$ cat src/logic/msc_pkg.sv
// Constants for the module-stop clock gating block.
// Assumes a 32-bit AXI4-Lite register bus with small local byte addresses.
package msc_pkg;

  // ----------------------------------------------------------------
  // Register map
  // ----------------------------------------------------------------
  localparam int unsigned MSC_ADDR_W = 4;
  localparam logic [3:0] MSC_OFS_CTRL_A = 4'h0;
  localparam logic [3:0] MSC_OFS_CTRL_B = 4'h4;
  localparam logic [3:0] MSC_OFS_CTRL_C = 4'h8;

  // Writable bits, bits fixed at one, and reset values of each register
  localparam logic [7:0] MSC_A_WR_MASK = 8'hBD;
  localparam logic [7:0] MSC_A_FIXED_ONE = 8'h42;
  localparam logic [7:0] MSC_A_RESET = 8'hFF;
  localparam logic [7:0] MSC_B_WR_MASK = 8'hF8;
  localparam logic [7:0] MSC_B_FIXED_ONE = 8'h07;
  localparam logic [7:0] MSC_B_RESET = 8'hFF;
  localparam logic [7:0] MSC_C_WR_MASK = 8'h03;
  localparam logic [7:0] MSC_C_FIXED_ONE = 8'h00;
  localparam logic [7:0] MSC_C_RESET = 8'h03;

  // ----------------------------------------------------------------
  // Field positions
  // ----------------------------------------------------------------
  localparam int unsigned MSC_A_I2C2_BIT = 7;
  localparam int unsigned MSC_A_SERIAL2_BIT = 5;
  localparam int unsigned MSC_A_SERIAL1_BIT = 4;
  localparam int unsigned MSC_A_SERIAL0_BIT = 3;
  localparam int unsigned MSC_A_SYNC_BIT = 2;
  localparam int unsigned MSC_A_CAN0_BIT = 0;
  localparam int unsigned MSC_B_TIMER_S_BIT = 7;
  localparam int unsigned MSC_B_TIMER_BIT = 6;
  localparam int unsigned MSC_B_CMT_BIT = 5;
  localparam int unsigned MSC_B_ADC1_BIT = 4;
  localparam int unsigned MSC_B_ADC0_BIT = 3;
  localparam int unsigned MSC_C_TRACE_BIT = 1;
  localparam int unsigned MSC_C_BREAK_BIT = 0;

  // ----------------------------------------------------------------
  // Gated module index on the clock outputs
  // ----------------------------------------------------------------
  localparam int unsigned MSC_NUM_MOD = 13;
  localparam int unsigned MSC_IDX_I2C2 = 0;
  localparam int unsigned MSC_IDX_SERIAL2 = 1;
  localparam int unsigned MSC_IDX_SERIAL1 = 2;
  localparam int unsigned MSC_IDX_SERIAL0 = 3;
  localparam int unsigned MSC_IDX_SYNC = 4;
  localparam int unsigned MSC_IDX_CAN0 = 5;
  localparam int unsigned MSC_IDX_TIMER_S = 6;
  localparam int unsigned MSC_IDX_TIMER = 7;
  localparam int unsigned MSC_IDX_CMT = 8;
  localparam int unsigned MSC_IDX_ADC1 = 9;
  localparam int unsigned MSC_IDX_ADC0 = 10;
  localparam int unsigned MSC_IDX_TRACE = 11;
  localparam int unsigned MSC_IDX_BREAK = 12;

  // ----------------------------------------------------------------
  // Bus responses
  // ----------------------------------------------------------------
  localparam logic [1:0] MSC_RESP_OKAY = 2'h0;
  localparam logic [1:0] MSC_RESP_SLVERR = 2'h2;

endpackage

$ cat src/logic/msc_clk_gate.sv
// One glitch-free clock gate for a single peripheral module.
// Assumes a free-running source clock and an enable synchronous to it.
`timescale 1ns/1ps
`default_nettype none

module msc_clk_gate (
  input wire logic clock_in,
  input wire logic nrst_in,
  input wire logic stop_in,
  output logic gated_clk_out
);

  logic run_q;

  // ----------------------------------------------------------------
  // Enable held on the low phase
  // ----------------------------------------------------------------
  // glitch-free gating
  // Enable only moves while the clock is low, so only the asynchronous reset can cut a pulse.
  always_ff @(negedge clock_in or negedge nrst_in) begin
    if (!nrst_in) begin
      run_q <= 1'b0;
    end else begin
      run_q <= ~stop_in;
    end
  end

  assign gated_clk_out = clock_in & run_q;

endmodule

`default_nettype wire

$ cat src/logic/msc_module_stop.sv
// Module-stop registers and per-module clock gates behind an AXI4-Lite slave.
// Assumes one 125 MHz peripheral clock and an AXI4-Lite master on that clock.
//
// Summary of operation
// - Control A bit 7 stops I2C channel two
// - Control A bit 5 stops serial channel two
// - Control A bit 4 stops serial channel one
// - Control A bit 3 stops serial channel zero
// - Control A bit 2 stops sync serial unit
// - Control A bit 0 stops CAN controller zero
// - Control A bits 6,1 read one, fixed
// - Control B bit 7 stops secondary timer unit
// - Control B bit 6 stops primary timer unit
// - Control B bit 5 stops compare match timer
// - Control B bits 4,3 stop both converters
// - Control B bits 2..0 read one, fixed
// - Control C bit 1 stops debug trace unit
// - Control C bit 0 stops break controller
// - Control C bits 7..2 read zero, fixed
`timescale 1ns/1ps
`default_nettype none

module msc_module_stop
  import msc_pkg::*;
(
  input wire logic clock_in,
  input wire logic nrst_in,
  input wire logic [MSC_ADDR_W-1:0] s_axi_awaddr_in,
  input wire logic s_axi_awvalid_in,
  output logic s_axi_awready_out,
  input wire logic [31:0] s_axi_wdata_in,
  input wire logic [3:0] s_axi_wstrb_in,
  input wire logic s_axi_wvalid_in,
  output logic s_axi_wready_out,
  output logic [1:0] s_axi_bresp_out,
  output logic s_axi_bvalid_out,
  input wire logic s_axi_bready_in,
  input wire logic [MSC_ADDR_W-1:0] s_axi_araddr_in,
  input wire logic s_axi_arvalid_in,
  output logic s_axi_arready_out,
  output logic [31:0] s_axi_rdata_out,
  output logic [1:0] s_axi_rresp_out,
  output logic s_axi_rvalid_out,
  input wire logic s_axi_rready_in,
  output logic [MSC_NUM_MOD-1:0] stop_out,
  output logic [MSC_NUM_MOD-1:0] gated_clk_out
);

  // ----------------------------------------------------------------
  // Storage
  // ----------------------------------------------------------------
  logic [7:0] ctrl_a_q;
  logic [7:0] ctrl_b_q;
  logic [7:0] ctrl_c_q;
  logic awready_q;
  logic wready_q;
  logic aw_got_q;
  logic w_got_q;
  logic [MSC_ADDR_W-1:0] aw_addr_q;
  logic [7:0] w_byte_q;
  logic w_lane_q;
  logic bvalid_q;
  logic [1:0] bresp_q;
  logic arready_q;
  logic rvalid_q;
  logic [31:0] rdata_q;
  logic [1:0] rresp_q;

  // ----------------------------------------------------------------
  // Write decode
  // ----------------------------------------------------------------
  wire aw_hs = s_axi_awvalid_in & awready_q;
  wire w_hs = s_axi_wvalid_in & wready_q;
  wire b_hs = bvalid_q & s_axi_bready_in;
  wire wr_fire = aw_got_q & w_got_q & ~bvalid_q;
  wire wr_hit_a = aw_addr_q == MSC_OFS_CTRL_A;
  wire wr_hit_b = aw_addr_q == MSC_OFS_CTRL_B;
  wire wr_hit_c = aw_addr_q == MSC_OFS_CTRL_C;
  wire wr_mapped = wr_hit_a | wr_hit_b | wr_hit_c;
  wire wr_a = wr_fire & w_lane_q & wr_hit_a;
  wire wr_b = wr_fire & w_lane_q & wr_hit_b;
  wire wr_c = wr_fire & w_lane_q & wr_hit_c;

  // Writes never store reserved bits; they are forced on read instead
  wire [7:0] ctrl_a_d = wr_a ? (w_byte_q & MSC_A_WR_MASK) : ctrl_a_q;
  wire [7:0] ctrl_b_d = wr_b ? (w_byte_q & MSC_B_WR_MASK) : ctrl_b_q;
  wire [7:0] ctrl_c_d = wr_c ? (w_byte_q & MSC_C_WR_MASK) : ctrl_c_q;

  // ----------------------------------------------------------------
  // Read decode
  // ----------------------------------------------------------------
  wire ar_hs = s_axi_arvalid_in & arready_q;
  wire r_hs = rvalid_q & s_axi_rready_in;
  wire rd_hit_a = s_axi_araddr_in == MSC_OFS_CTRL_A;
  wire rd_hit_b = s_axi_araddr_in == MSC_OFS_CTRL_B;
  wire rd_hit_c = s_axi_araddr_in == MSC_OFS_CTRL_C;
  wire rd_mapped = rd_hit_a | rd_hit_b | rd_hit_c;
  wire [7:0] view_a = (ctrl_a_q & MSC_A_WR_MASK) | MSC_A_FIXED_ONE;
  wire [7:0] view_b = (ctrl_b_q & MSC_B_WR_MASK) | MSC_B_FIXED_ONE;
  wire [7:0] view_c = (ctrl_c_q & MSC_C_WR_MASK) | MSC_C_FIXED_ONE;
  wire [7:0] rd_byte = rd_hit_a ? view_a :
                       rd_hit_b ? view_b :
                       rd_hit_c ? view_c : 8'h00;

  // ----------------------------------------------------------------
  // Stop registers
  // ----------------------------------------------------------------
  // all modules stopped at reset
  always_ff @(posedge clock_in or negedge nrst_in) begin
    if (!nrst_in) begin
      ctrl_a_q <= MSC_A_RESET;
      ctrl_b_q <= MSC_B_RESET;
      ctrl_c_q <= MSC_C_RESET;
    end else begin
      ctrl_a_q <= ctrl_a_d;
      ctrl_b_q <= ctrl_b_d;
      ctrl_c_q <= ctrl_c_d;
    end
  end

  // ----------------------------------------------------------------
  // Write channels
  // ----------------------------------------------------------------
  always_ff @(posedge clock_in or negedge nrst_in) begin
    if (!nrst_in) begin
      awready_q <= 1'b1;
      aw_got_q <= 1'b0;
      aw_addr_q <= '0;
    end else if (aw_hs) begin
      awready_q <= 1'b0;
      aw_got_q <= 1'b1;
      aw_addr_q <= s_axi_awaddr_in;
    end else if (wr_fire) begin
      aw_got_q <= 1'b0;
    end else if (b_hs) begin
      awready_q <= 1'b1;
    end
  end

  always_ff @(posedge clock_in or negedge nrst_in) begin
    if (!nrst_in) begin
      wready_q <= 1'b1;
      w_got_q <= 1'b0;
      w_byte_q <= 8'h00;
      w_lane_q <= 1'b0;
    end else if (w_hs) begin
      wready_q <= 1'b0;
      w_got_q <= 1'b1;
      w_byte_q <= s_axi_wdata_in[7:0];
      w_lane_q <= s_axi_wstrb_in[0];
    end else if (wr_fire) begin
      w_got_q <= 1'b0;
    end else if (b_hs) begin
      wready_q <= 1'b1;
    end
  end

  // Unmapped addresses answer with a slave error and change nothing
  always_ff @(posedge clock_in or negedge nrst_in) begin
    if (!nrst_in) begin
      bvalid_q <= 1'b0;
      bresp_q <= MSC_RESP_OKAY;
    end else if (wr_fire) begin
      bvalid_q <= 1'b1;
      bresp_q <= wr_mapped ? MSC_RESP_OKAY : MSC_RESP_SLVERR;
    end else if (b_hs) begin
      bvalid_q <= 1'b0;
    end
  end

  // ----------------------------------------------------------------
  // Read channel
  // ----------------------------------------------------------------
  always_ff @(posedge clock_in or negedge nrst_in) begin
    if (!nrst_in) begin
      arready_q <= 1'b1;
      rvalid_q <= 1'b0;
      rdata_q <= 32'h0000_0000;
      rresp_q <= MSC_RESP_OKAY;
    end else if (ar_hs) begin
      arready_q <= 1'b0;
      rvalid_q <= 1'b1;
      rdata_q <= {24'h00_0000, rd_byte};
      rresp_q <= rd_mapped ? MSC_RESP_OKAY : MSC_RESP_SLVERR;
    end else if (r_hs) begin
      arready_q <= 1'b1;
      rvalid_q <= 1'b0;
    end
  end

  assign s_axi_awready_out = awready_q;
  assign s_axi_wready_out = wready_q;
  assign s_axi_bvalid_out = bvalid_q;
  assign s_axi_bresp_out = bresp_q;
  assign s_axi_arready_out = arready_q;
  assign s_axi_rvalid_out = rvalid_q;
  assign s_axi_rdata_out = rdata_q;
  assign s_axi_rresp_out = rresp_q;

  // ----------------------------------------------------------------
  // Stop vector and gates
  // ----------------------------------------------------------------
  logic [MSC_NUM_MOD-1:0] stop_vec;
  assign stop_vec[MSC_IDX_I2C2] = ctrl_a_q[MSC_A_I2C2_BIT];
  assign stop_vec[MSC_IDX_SERIAL2] = ctrl_a_q[MSC_A_SERIAL2_BIT];
  assign stop_vec[MSC_IDX_SERIAL1] = ctrl_a_q[MSC_A_SERIAL1_BIT];
  assign stop_vec[MSC_IDX_SERIAL0] = ctrl_a_q[MSC_A_SERIAL0_BIT];
  assign stop_vec[MSC_IDX_SYNC] = ctrl_a_q[MSC_A_SYNC_BIT];
  assign stop_vec[MSC_IDX_CAN0] = ctrl_a_q[MSC_A_CAN0_BIT];
  assign stop_vec[MSC_IDX_TIMER_S] = ctrl_b_q[MSC_B_TIMER_S_BIT];
  assign stop_vec[MSC_IDX_TIMER] = ctrl_b_q[MSC_B_TIMER_BIT];
  assign stop_vec[MSC_IDX_CMT] = ctrl_b_q[MSC_B_CMT_BIT];
  assign stop_vec[MSC_IDX_ADC1] = ctrl_b_q[MSC_B_ADC1_BIT];
  assign stop_vec[MSC_IDX_ADC0] = ctrl_b_q[MSC_B_ADC0_BIT];
  assign stop_vec[MSC_IDX_TRACE] = ctrl_c_q[MSC_C_TRACE_BIT];
  assign stop_vec[MSC_IDX_BREAK] = ctrl_c_q[MSC_C_BREAK_BIT];
  assign stop_out = stop_vec;

  // one clean gate each
  // Every gate, the trace unit's included, is held shut while nrst_in is low; software can open one only after reset is released.
  for (genvar g = 0; g < MSC_NUM_MOD; g++) begin : gen_gate
    msc_clk_gate u_gate (
      .clock_in(clock_in),
      .nrst_in(nrst_in),
      .stop_in(stop_vec[g]),
      .gated_clk_out(gated_clk_out[g])
    );
  end

  // ----------------------------------------------------------------
  // Checks
  // ----------------------------------------------------------------
  AST_I2C2_FOLLOWS_WRITE: assert property (
    @(posedge clock_in) disable iff (!nrst_in)
    wr_a |=> stop_out[MSC_IDX_I2C2] == $past(w_byte_q[7]))
    else $error("I2C two stop bit did not follow write");

  AST_SERIAL_FOLLOWS_WRITE: assert property (
    @(posedge clock_in) disable iff (!nrst_in)
    wr_a |=> {stop_out[MSC_IDX_SERIAL2], stop_out[MSC_IDX_SERIAL1], stop_out[MSC_IDX_SERIAL0]}
      == $past(w_byte_q[5:3]))
    else $error("Serial stop bits did not follow write");

  AST_CAN_SYNC_FOLLOW: assert property (
    @(posedge clock_in) disable iff (!nrst_in)
    wr_a |=> stop_out[MSC_IDX_SYNC] == $past(w_byte_q[2])
      && stop_out[MSC_IDX_CAN0] == $past(w_byte_q[0]))
    else $error("Sync serial or CAN stop bit wrong after write");

  AST_A_FIXED_ONES: assert property (
    @(posedge clock_in) disable iff (!nrst_in)
    ar_hs && rd_hit_a |=> rvalid_q && rdata_q[6] && rdata_q[1] && rdata_q[31:8] == 24'h00_0000)
    else $error("Control A reserved bits not read as one");

  AST_TIMERS_FOLLOW: assert property (
    @(posedge clock_in) disable iff (!nrst_in)
    wr_b |=> {stop_out[MSC_IDX_TIMER_S], stop_out[MSC_IDX_TIMER], stop_out[MSC_IDX_CMT],
      stop_out[MSC_IDX_ADC1], stop_out[MSC_IDX_ADC0]} == $past(w_byte_q[7:3]))
    else $error("Control B stop bits did not follow write");

  AST_B_FIXED_ONES: assert property (
    @(posedge clock_in) disable iff (!nrst_in)
    ar_hs && rd_hit_b |=> rdata_q[2:0] == 3'h7)
    else $error("Control B reserved bits not read as one");

  AST_C_FOLLOWS_WRITE: assert property (
    @(posedge clock_in) disable iff (!nrst_in)
    wr_c |=> {stop_out[MSC_IDX_TRACE], stop_out[MSC_IDX_BREAK]} == $past(w_byte_q[1:0]))
    else $error("Control C stop bits did not follow write");

  AST_C_RESERVED_ZERO: assert property (
    @(posedge clock_in) disable iff (!nrst_in)
    ar_hs && rd_hit_c |=> rdata_q[7:2] == 6'h00)
    else $error("Control C reserved bits not read as zero");

  AST_STOP_HOLDS: assert property (
    @(posedge clock_in) disable iff (!nrst_in)
    !(wr_a || wr_b || wr_c) |=> $stable(stop_out))
    else $error("Stop bits changed without a register write");

  AST_WRITE_ANSWERED: assert property (
    @(posedge clock_in) disable iff (!nrst_in)
    aw_got_q && w_got_q && !bvalid_q |=>
      bvalid_q && ((bresp_q == MSC_RESP_OKAY) == $past(wr_mapped)))
    else $error("Write not answered one cycle after both halves held");

  AST_RESET_STOPS_ALL: assert property (
    @(negedge clock_in)
    $rose(nrst_in) |-> stop_out == {MSC_NUM_MOD{1'b1}} && gated_clk_out == '0)
    else $error("Module clocks not stopped coming out of reset");

endmodule

`default_nettype wire

$ cat config.mk
export PLATFORM = sky130hd
export DESIGN_NAME = msc_module_stop
export DESIGN_NICKNAME = d
export VERILOG_FILES = /design/src/logic/msc_pkg.sv /design/src/logic/msc_clk_gate.sv /design/src/logic/msc_module_stop.sv
export SDC_FILE = /design/constraint.sdc
export NUM_CORES = 1
export LEC_CHECK = 0
export BUFFER_PORTS_ARGS = -buffer_cell sky130_fd_sc_hd__buf_4
export CAP_MARGIN = 5
export CORE_ASPECT_RATIO = 1.5
export CORE_MARGIN = 10
export CORE_UTILIZATION = 30
export CTS_CLUSTER_DIAMETER = 150
export CTS_CLUSTER_SIZE = 16
export DETAILED_ROUTE_END_ITERATION = 7
export GPL_TIMING_DRIVEN = 0
export SYNTH_ARGS = -nofsm -noshare
export SYNTH_HDL_FRONTEND = slang
export SYNTH_SLANG_ARGS = --single-unit
$ cat constraint.sdc
create_clock -name clock_in -period 1.75 [get_ports clock_in]
set_input_delay 0.2625 -clock clock_in [delete_from_list [all_inputs] [get_ports clock_in]]
set_output_delay 0.2625 -clock clock_in [all_outputs]
set_load 0.02 [all_outputs]
# Yosys cells after proc, flatten, opt, wreduce, memory -nomap -nowiden
# Cells that the tools add are included.
dict set report totals {
  regBits 63
  output_inout_bits 67
}
dict set report op_classes {
  eq_ne 6
  n_mux 18
  bitwise_logic 42
  n_reduce_logical 10
}
# cell count
set ops {}
lappend ops {{AND 1 bit} 24}
lappend ops {{two-way mux 8 bit} 2}
lappend ops {{NOT 1 bit} 14}
lappend ops {{two-way mux 1 bit} 13}
lappend ops {{nonzero test 2 bit} 6}
lappend ops {{equality test 4 x 3 -> 1 bit, second input constant} 2}
lappend ops {{equality test 4 bit, second input constant} 2}
lappend ops {{logical NOT 4 bit} 2}
lappend ops {{two-way mux 2 bit} 3}
lappend ops {{inequality test 2 bit, second input constant} 2}
lappend ops {{bitwise OR 1 bit} 4}
lappend ops {{AND reduction 2 bit} 2}

# Depth between registers and ports, before layout
# Gate-level depths: netlist of the first run.
dict set report logic_depth {
  word_depth 4
  ltp_mapped 4
  mapped_depth_nobuf 3
}

# Cells and area by module
# A second synthesis of the first run with hierarchy kept.
dict set report unflattened {
  hier_cells 195
  hier_area_um2 2446.1
}
# module n_inst cells_per_inst area_each_um2
set by_module_without_submodules {}
lappend by_module_without_submodules {msc_module_stop 1 156 1990.7}
lappend by_module_without_submodules {msc_clk_gate 13 3 35.0}

==> results.md, run 1 <==
* Setup violations, final at 26
* Pin count of the biggest net entering global routing at 57
* I/O Buffers at 63
* GRT Total Usage at 9.52%
* Post-synth EDFFs at 0
* FF-to-FF setup slack at 0.07 ns
* R2r endpoint: ctrl_a_q[5]
* Worst clock skew at just over 0.04 ns
* Hold Path Cell Cnt at 2
* Design Power at roughly 7.6 mW
* Clock Latency Late Sink at roughly 0.44 ns
* Hold EP: s_axi_arready_out
* Synth unique cells at 25
* GP Congestion at approximately 0.7
* Die ar. at around 13000 µm²
* Synth top area share at 25.8%
* Slew Limit Headroom at 61.7%
* Final Slew Violations at 0
* R2R depth at 4
* Kind of critical path: register to primary output
* Area growth from synthesis to layout at 39.7%
* Status: finished with violations
* R2R Path Start: aw_addr_q[1]
* Final ANT Viol Nets at 0
* Layout cells sized above 1 at 56.2%
* Top Ports at 118
* CTS tree: built
* Hold Crit Start: s_axi_arvalid_in
* Non-filler cells, final at 420
* Synth warn at 0
* Synth top area cells: dfrtp_1 26%, dfstp_2 16%, buf_4 15%, dfrtn_1 12%, mux2_2 10%
* Remaining routing DRC violations at 0
* CP peak stage delay at 0.39 ns
* CP cell instances: and2_4 > buf_6
* Worst Setup End Kind: primary output
* Main synth FF type: dfrtp_1
* Setup Slack @ Placement at -0.102 ns
* Worst hold slack at a little over 0.009 ns
* Drt initial violations at 65
* Most numerous cell in the Yosys netlist: buf_4
* Max-cap check violation count at 0
* Leak at about 1.8 nW
* Mapped cell area at around 2600 µm²
* # diodes at 0
* Least-Margin Pin Slew at 0.574 ns
* #FFs+latches synth at 56
* Die Height at about 130 µm
* VDD IR max at about 0.00086 V
* DR WL/cell at 14.2 µm
* Critical Path AT at about 2.0 ns
* Cell row count at 41
* Cells after synthesis at 219
* Worst-path fanout max at 1
* Top cells by count, synth: 52 x buf_4, 27 x dfrtp_1, 24 x mux2_2
* Final Hold Vio Count at 0
* Hold/Removal Path Class: input port to register
* Required time worst endpoint at roughly 1.5 ns
* PD cells at 2060 nW/µm²
* First-pass GRT wire length at 9.43 mm
* Vias in the first global route at 2080
* Chip Width at 96.3 µm
* Area leader, netlist: dfrtp_1
* Filler cell count at 834
* Gr ovfl total at 0
* 1st-pass router iterations at 4
* Detailed Place HPWL at 4.62 mm
* Initial Util at 31.0%
* RSZ-0062 raised after global routing: yes
* Nets at 362
* Async SR Flop Fraction at 100%
* Worst Setup Start Kind: register
* Placed insts at 414
* Worst setup margin at -0.463 ns
* Via-to-Cell Ratio at slightly above 4
* Core area at 8460 µm²
* DR vias at around 1700
* Seq/Total Area, Yosys at 54.3%
* Worst-path clk slew at 0.07 ns
* Syn Area/Cell at 12.0 µm²
* Worst path slowest cell: dfrtn_1
* Initial antenna violation count at 0
* Total wire length at around 6 mm
* Violated checks: setup timing
-- worst max-delay path, delay by kind of cell, from the launching register on --
family / cells / cell delay, ns
flops: 1 / 0.39
simple gates: 1 / 0.14
buf+inv: 1 / 0.11
-- cell type report --
cell class	count	area [µm²]	share of cell area (%)
Tap cell	107	134	3.66
Timing Repair Buffer	54	414	11.3
Clock buffer	28	443	12.1
Multi-Input combinational cell	115	865	23.6
Inverter	17	63.8	1.74
Sequential cell	56	1420	38.8
Buffer	43	319	8.72
-- metal layers --
metal	share of wire, %	up-vias	wire length, µm	GRT usage (%)
met3	11	18	662	5.16
met2	52	78	3100	15.1
met4	3.0	0	180	8.27
li1	-	822	-	-
met1	34	796	2040	8.41
met5	0	-	0	0
-- flip-flops by register name (all words and copies together), names as in the netlist, 2 cells and up --
register               flops
gen_gate.u_gate.run_q     13
ctrl_a_q                   6
w_byte_q                   8
s_axi_rdata_out            8
ctrl_c_q                   2
aw_addr_q                  4
ctrl_b_q                   5
-- layout by cell type, fill, tap and decap left out, types with 6 or more instances in the layout --
master / n
mux2_2: 24
nand2_1: 16
dfstp_2: 16
o21ai_0: 6
buf_4: 90
conb_1: 26
buf_6: 15
inv_1: 17
mux2i_1: 7
dfrtn_1: 13
and2_4: 13
dfrtp_1: 27
clkbuf_16: 10
-- cells by family after synthesis --
family	count (synthesis)	share of synthesized area, %
compound gates	17	4.25
buf+inv	73	17.9
flops	56	54.3
mux	34	14.3
simple gates	38	9.17
other cells	1	0.143
-- stage by stage --
step	cell area (µm²)	util [%]	setup TNS, ns
finish	3660	43.2	-5.84
CTS	3640	43.0	-6.03
detailed placement	3320	39.2	-1.31
global placement	3320	39.2	-1.16
floorplan	2710	-	0
global route	3660	43.2	-6.27
-- worst max-delay path by stage --
stage                        end  depth (start not counted)                       from  slack, ns
2_1_floorplan  gated_clk_out[10]                          2  gen_gate[10].u_gate.run_q       0.02
3_3_place_gp   gated_clk_out[12]                          3  gen_gate[12].u_gate.run_q      -0.09
3_5_place_dp    gated_clk_out[7]                          3   gen_gate[7].u_gate.run_q      -0.10
4_1_cts         gated_clk_out[8]                          2   gen_gate[8].u_gate.run_q      -0.47
5_1_grt        gated_clk_out[12]                          2  gen_gate[12].u_gate.run_q      -0.50
6_report        gated_clk_out[1]                          2   gen_gate[1].u_gate.run_q      -0.46
-- power breakdown --
group | internal, mW | switching (mW) | total [mW]
logic | 0.867 | 0.781 | 1.65
clock network | 2.24 | 1.34 | 3.57
registers | 1.94 | 0.396 | 2.33
total | 5.04 | 2.51 | 7.55
-- repair_timing --
action                     CTS  global route
pin swaps                   14             3
hold endpoints to repair    28             0
hold buffers                 2             0
setup endpoints to repair   32            46
resized for setup           29             3
buffers inserted             2             1
Power figures use the tool's default switching activity.
==> inputs of run 2 (changes only) <==
==> constraint.sdc (replaced) <==
create_clock -name clock_in -period 1.75 [get_ports clock_in]
set_input_delay 0.0875 -clock clock_in [delete_from_list [all_inputs] [get_ports clock_in]]
set_output_delay 0.0875 -clock clock_in [all_outputs]
set_load 0.02 [all_outputs]
==> run 2 against run 1 <==
Effect of this change:
- the flow still finishes with violations (setup timing)
- wire length increased by 3.5%
- register-to-register slack about the same
- global-route usage increased by 0.29 points
- largest power group unchanged
==> results.md, run 2 (synthesized netlist as in run 1, its figures left out) <==
* Final Hold Vio Count at 0
* Worst clock skew at 0.0408 ns
* Core area at 8460 µm²
* Violated checks: setup timing
* RSZ-0062 raised after global routing: yes
* Initial Util at around 31%
* Biggest register: gen_gate.u_gate.run_q
* Placed cell area at between 3000 and 4000 µm²
* Kind of critical path: register to primary output
* DR WL/cell at between 10 and 15 µm
* I/O Buffers at 63
* Finished Cell Area at 3860 µm²
* Combinational power share at 22.8%
* Worst-path clk slew at 0.07 ns
* Seq pwr share at 30.8%
* Detailed Place HPWL at about 4.6 mm
* Worst Setup End Kind: primary output
* Pin count of the biggest net entering global routing at between 50 and 60
* Chip Width at 96.3 µm
* Final Slew Violations at 0
* First-pass GRT wire length at 9.80 mm
* Setup Slack @ Placement at -0.0352 ns
* Nets at between 300 and 400
* # diodes at 0
* Via-to-Cell Ratio at just over 4
* Clk pwr share at 46.4%
* Required time worst endpoint at ~1.7 ns
* Switch Pwr at 2.52 mW
* Clock Latency Late Sink at approximately 0.44 ns
* Design Power at 7.56 mW
* CTS tree: built
* Hold/Removal Path Class: input port to register
* Die Height at between 100 and 150 µm
* GP Congestion at 0.693
* Max-cap check violation count at 0
* Total wire length at 6.19 mm
* Sw frac at 33.3%
* Worst Setup Start Kind: register
* DR vias at ~1800
* Final ANT Viol Nets at 0
* Area growth from synthesis to layout at 47.5%
* Drt initial violations at 48
* Max reg flops at 13
* Status: finished with violations
* Initial antenna violation count at 0
* Setup violations, final at 26
* VDD IR max at between 0.0008 and 0.0009 V
* GRT Total Usage at 9.81%
* Slew Limit Headroom at a little over half
* 1st-pass router iterations at 4
* Remaining routing DRC violations at 0
* Cell row count at 41
* Gr ovfl total at 0
* Vias in the first global route at ~2100
* Commonest cells after routing, fill and taps aside: 91 x buf_4, 27 x dfrtp_1, 26 x conb_1, 24 x mux2_2, 24 x dlygate4sd3_1
* Leak at 1.86 nW
* Critical Path AT at 1.95 ns
* Int Pwr at 5.04 mW
* Worst hold slack at around 0.048 ns
* Die ar. at ~13000 µm²
* Top Ports at 118
* Least-Margin Pin Slew at 0.709 ns
* Most common cell after layout, fill and taps aside: buf_4
* Worst-path fanout max at 1
* PD cells at 1960 nW/µm²
* Layout cells sized above 1 at between 50% and 60%
* Worst setup margin at -0.287 ns
-- run 2: repair_timing --
action	CTS	global route
resized for setup	28	1
hold buffers	24	0
buffers inserted	1	1
endpoints found under the hold margin	46	0
pin swaps	14	3
endpoints found under the setup margin	32	33
-- run 2: worst max-delay path: stages, from the launching register on --
cell	delay (ns)
dfrtn_1	0.39
and2_4	0.14
buf_6	0.11
-- run 2: power by group through the flow --
| stage | logic [mW] | registers, mW | clock network [mW] |
|---|---|---|---|
| 4_1_cts | 1.74 | 2.34 | 3.65 |
| 3_5_place_dp | 1.66 | 2.35 | 1.56 |
| 5_1_grt | 1.88 | 2.41 | 3.74 |
| 6_report | 1.72 | 2.33 | 3.51 |
| 3_3_place_gp | 1.63 | 2.33 | 1.56 |
| 2_1_floorplan | 1.02 | 2.33 | 1.14 |
-- run 2: layout make-up --
| cell class | count | area [µm²] |
|---|---|---|
| flip-flops and latches | 56 | 1420 |
| fillers | 813 | 4600 |
| multi-input cells | 115 | 865 |
| repair buffers | 76 | 631 |
| plain buffers | 43 | 318 |
| clock buffers | 27 | 432 |
| well taps | 107 | 134 |
| inverters | 17 | 63.8 |
-- run 2: stage by stage --
stage | std cells | TNS, ns | util, %
after CTS | 440 | -3.76 | 45.5
after global placement | 414 | -0.0540 | 39.2
after floorplan | 244 | 0 | -
after detailed placement | 414 | -0.132 | 39.2
after global routing | 441 | -3.98 | 45.6
final | 441 | -3.56 | 45.6
-- run 2: path summary, 6_finish.rpt --
path / from / depth (start not counted) / to / slack, ns
min in group asynchronous: nrst_in / 2 / s_axi_rdata_out[7] / 0.28
worst max-delay path: gen_gate[1].u_gate.run_q / 2 / gated_clk_out[1] / -0.29
worst min-delay path: s_axi_araddr_in[1] / 3 / s_axi_rdata_out[0] / 0.05
worst max register to register: aw_addr_q[1] / 4 / ctrl_a_q[5] / 0.06
max in group asynchronous: nrst_in / 2 / gen_gate[4].u_gate.run_q / 0.24
worst min register to register: s_axi_bresp_out[1] / 2 / s_axi_bresp_out[1] / 0.48
-- run 2: routing by layer --
| metal | vias to the layer above | track usage, % | share of wire [%] |
|---|---|---|---|
| met5 | - | 0 | 0 |
| met4 | 0 | 8.27 | 3.2 |
| met3 | 18 | 4.99 | 10 |
| met2 | 82 | 15.8 | 52 |
| met1 | 839 | 8.81 | 35 |
| li1 | 862 | - | - |
==> inputs of run 3 (changes only) <==
--- a/config.mk
+++ b/config.mk
@@ -14,6 +14,7 @@
 export CTS_CLUSTER_SIZE = 16
 export DETAILED_ROUTE_END_ITERATION = 7
 export GPL_TIMING_DRIVEN = 0
+export PLACE_DENSITY_LB_ADDON = 0.2
 export SYNTH_ARGS = -nofsm -noshare
 export SYNTH_HDL_FRONTEND = slang
 export SYNTH_SLANG_ARGS = --single-unit
==> run 3 against run 2 <==
Effect of this change:
- the run still ends with setup timing left
- critical path depth did not move
- sequential power barely moved
- clock power fell by 1%
- non-clock buffer count did not move
- via count fell by 0.56%
- combinational power barely moved
- clock skew rose by 0.0024 ns
- critical endpoint is now gated_clk_out[5]
- clock-buffer cell count did not move
- setup slack improved by 0.0081 ns
- register-to-register slack improved by 0.03 ns
- highest routed layer unchanged
- design area fell by 0.49%
==> results.md, run 3 (synthesized netlist as in run 1, its figures left out) <==
* Final ANT Viol Nets at 0
* Biggest register: gen_gate.u_gate.run_q
* Finished Cell Area at 3840 µm²
* Violated checks: setup timing
* Worst hold slack at 0.0300 ns
* Setup violations, final at 26
* Commonest cells after routing, fill and taps aside: 91 x buf_4, 27 x dfrtp_1, 26 x conb_1, 24 x mux2_2, 24 x dlygate4sd3_1
* PD cells at 1950 nW/µm²
* Met2 Track Usage GR at between 15 and 20%
* Die Height at roughly 130 µm
* Total wire length at 6.10 mm
* # diodes at 0
* Chip Width at roughly 96 µm
* Setup Slack @ Placement at -0.0289 ns
* Least-Margin Pin Slew at 0.716 ns
* Worst Setup End Kind: primary output
* Kind of critical path: register to primary output
* Sum Neg Setup Slack at -3.47 ns
* Non-filler cells, final at 441
* RSZ-0062 raised after global routing: yes
* I/O Buffers at 63
* Max reg flops at 13
* Initial antenna violation count at 0
* Worst clock skew at 0.0432 ns
* DR WL/cell at 13.8 µm
* Drt initial violations at 52
* Worst setup margin at -0.279 ns
* Initial Util at 31.0%
* Design Power at 7.48 mW
* Gr ovfl total at 0
* Area growth from synthesis to layout at 46.8%
* Pin count of the biggest net entering global routing at 57
* Vias in the first global route at 2037
* Busiest grt layer: met2
* Required time worst endpoint at 1.66 ns
* M3 GR Usage at 5.60%
* VDD IR max at between 0.0008 and 0.0009 V
* Cell row count at 41
* 1st-pass router iterations at 3
* Filler cell count at 816
* Layout cells sized above 1 at 52.1%
* Detailed Place HPWL at 4.48 mm
* CTS tree: built
* Die ar. at 12900 µm²
* Worst-path clk slew at 0.07 ns
* Nets at 383
* Core area at 8460 µm²
* Status: finished with violations
* Leak at 1.85 nW
* Most common cell after layout, fill and taps aside: buf_4
* Via-to-Cell Ratio at 4.06
* Max-cap check violation count at 0
* Placed insts at 414
* Final Slew Violations at 0
* Placed cell area at 3320 µm²
* Global Route met1 Usage at around 8.6%
* Remaining routing DRC violations at 0
* Worst-path fanout max at 1
* Clock Latency Late Sink at between 0.4 and 0.5 ns
* Worst Setup Start Kind: register
* First-pass GRT wire length at 9.72 mm
* GP Congestion at 0.755
* Fin util at 45.4%
* Top Ports at 118
* Slew Limit Headroom at approximately 52%
* Final Hold Vio Count at 0
* Hold/Removal Path Class: input port to register
* DR vias at 1791
* GRT Total Usage at 9.83%
* Critical Path AT at a little under 2 ns
[run 3: cell counts in the layout (fill, tap and decap cells not counted)]
Identical to the previous run, type by type.
[run 3: repair_timing]
action,CTS,global route
pin swaps,14,2
gates resized for setup,28,0
cloned,0,0
setup buffers,1,1
endpoints found under the setup margin,32,31
hold buffers,24,0
endpoints found under the hold margin,46,0
[run 3: metal layers]
| metal | wire (µm) | share of wire [%] |
|---|---|---|
| met5 | 0 | 0 |
| met1 | 2020 | 33 |
| met4 | 255 | 4.2 |
| met3 | 718 | 12 |
| met2 | 3110 | 51 |
[run 3: cell type report]
type | instances | area (µm²) | share of cell area (%)
clock buffers | 27 | 422 | 11.0
repair buffers | 76 | 631 | 16.4
well taps | 107 | 134 | 3.48
inverters | 17 | 63.8 | 1.66
multi-input cells | 115 | 856 | 22.3
plain buffers | 43 | 318 | 8.27
flip-flops and latches | 56 | 1420 | 37.0
[run 3: final timing paths]
path,slack [ns],startpoint,cells after the start,endpoint
setup / recovery,-0.28,gen_gate[5].u_gate.run_q,2,gated_clk_out[5]
hold / removal,0.03,s_axi_araddr_in[3],3,s_axi_rdata_out[1]
hold reg to reg,0.48,s_axi_rdata_out[7],2,s_axi_rdata_out[7]
min in group asynchronous,0.27,nrst_in,2,w_byte_q[1]
max in group asynchronous,0.24,nrst_in,2,gen_gate[4].u_gate.run_q
setup reg to reg,0.09,aw_addr_q[1],4,ctrl_a_q[5]
[run 3: critical path: stages, from the launching register on]
cell and delay, ns:
dfrtn_1 0.39, and2_4 0.13, buf_6 0.11
[run 3: power by group]
| group | internal (mW) | switching, mW |
|---|---|---|
| clock | 2.15 | 1.33 |
| sequential | 1.93 | 0.366 |
| combinational | 0.920 | 0.785 |
| total | 5.00 | 2.48 |
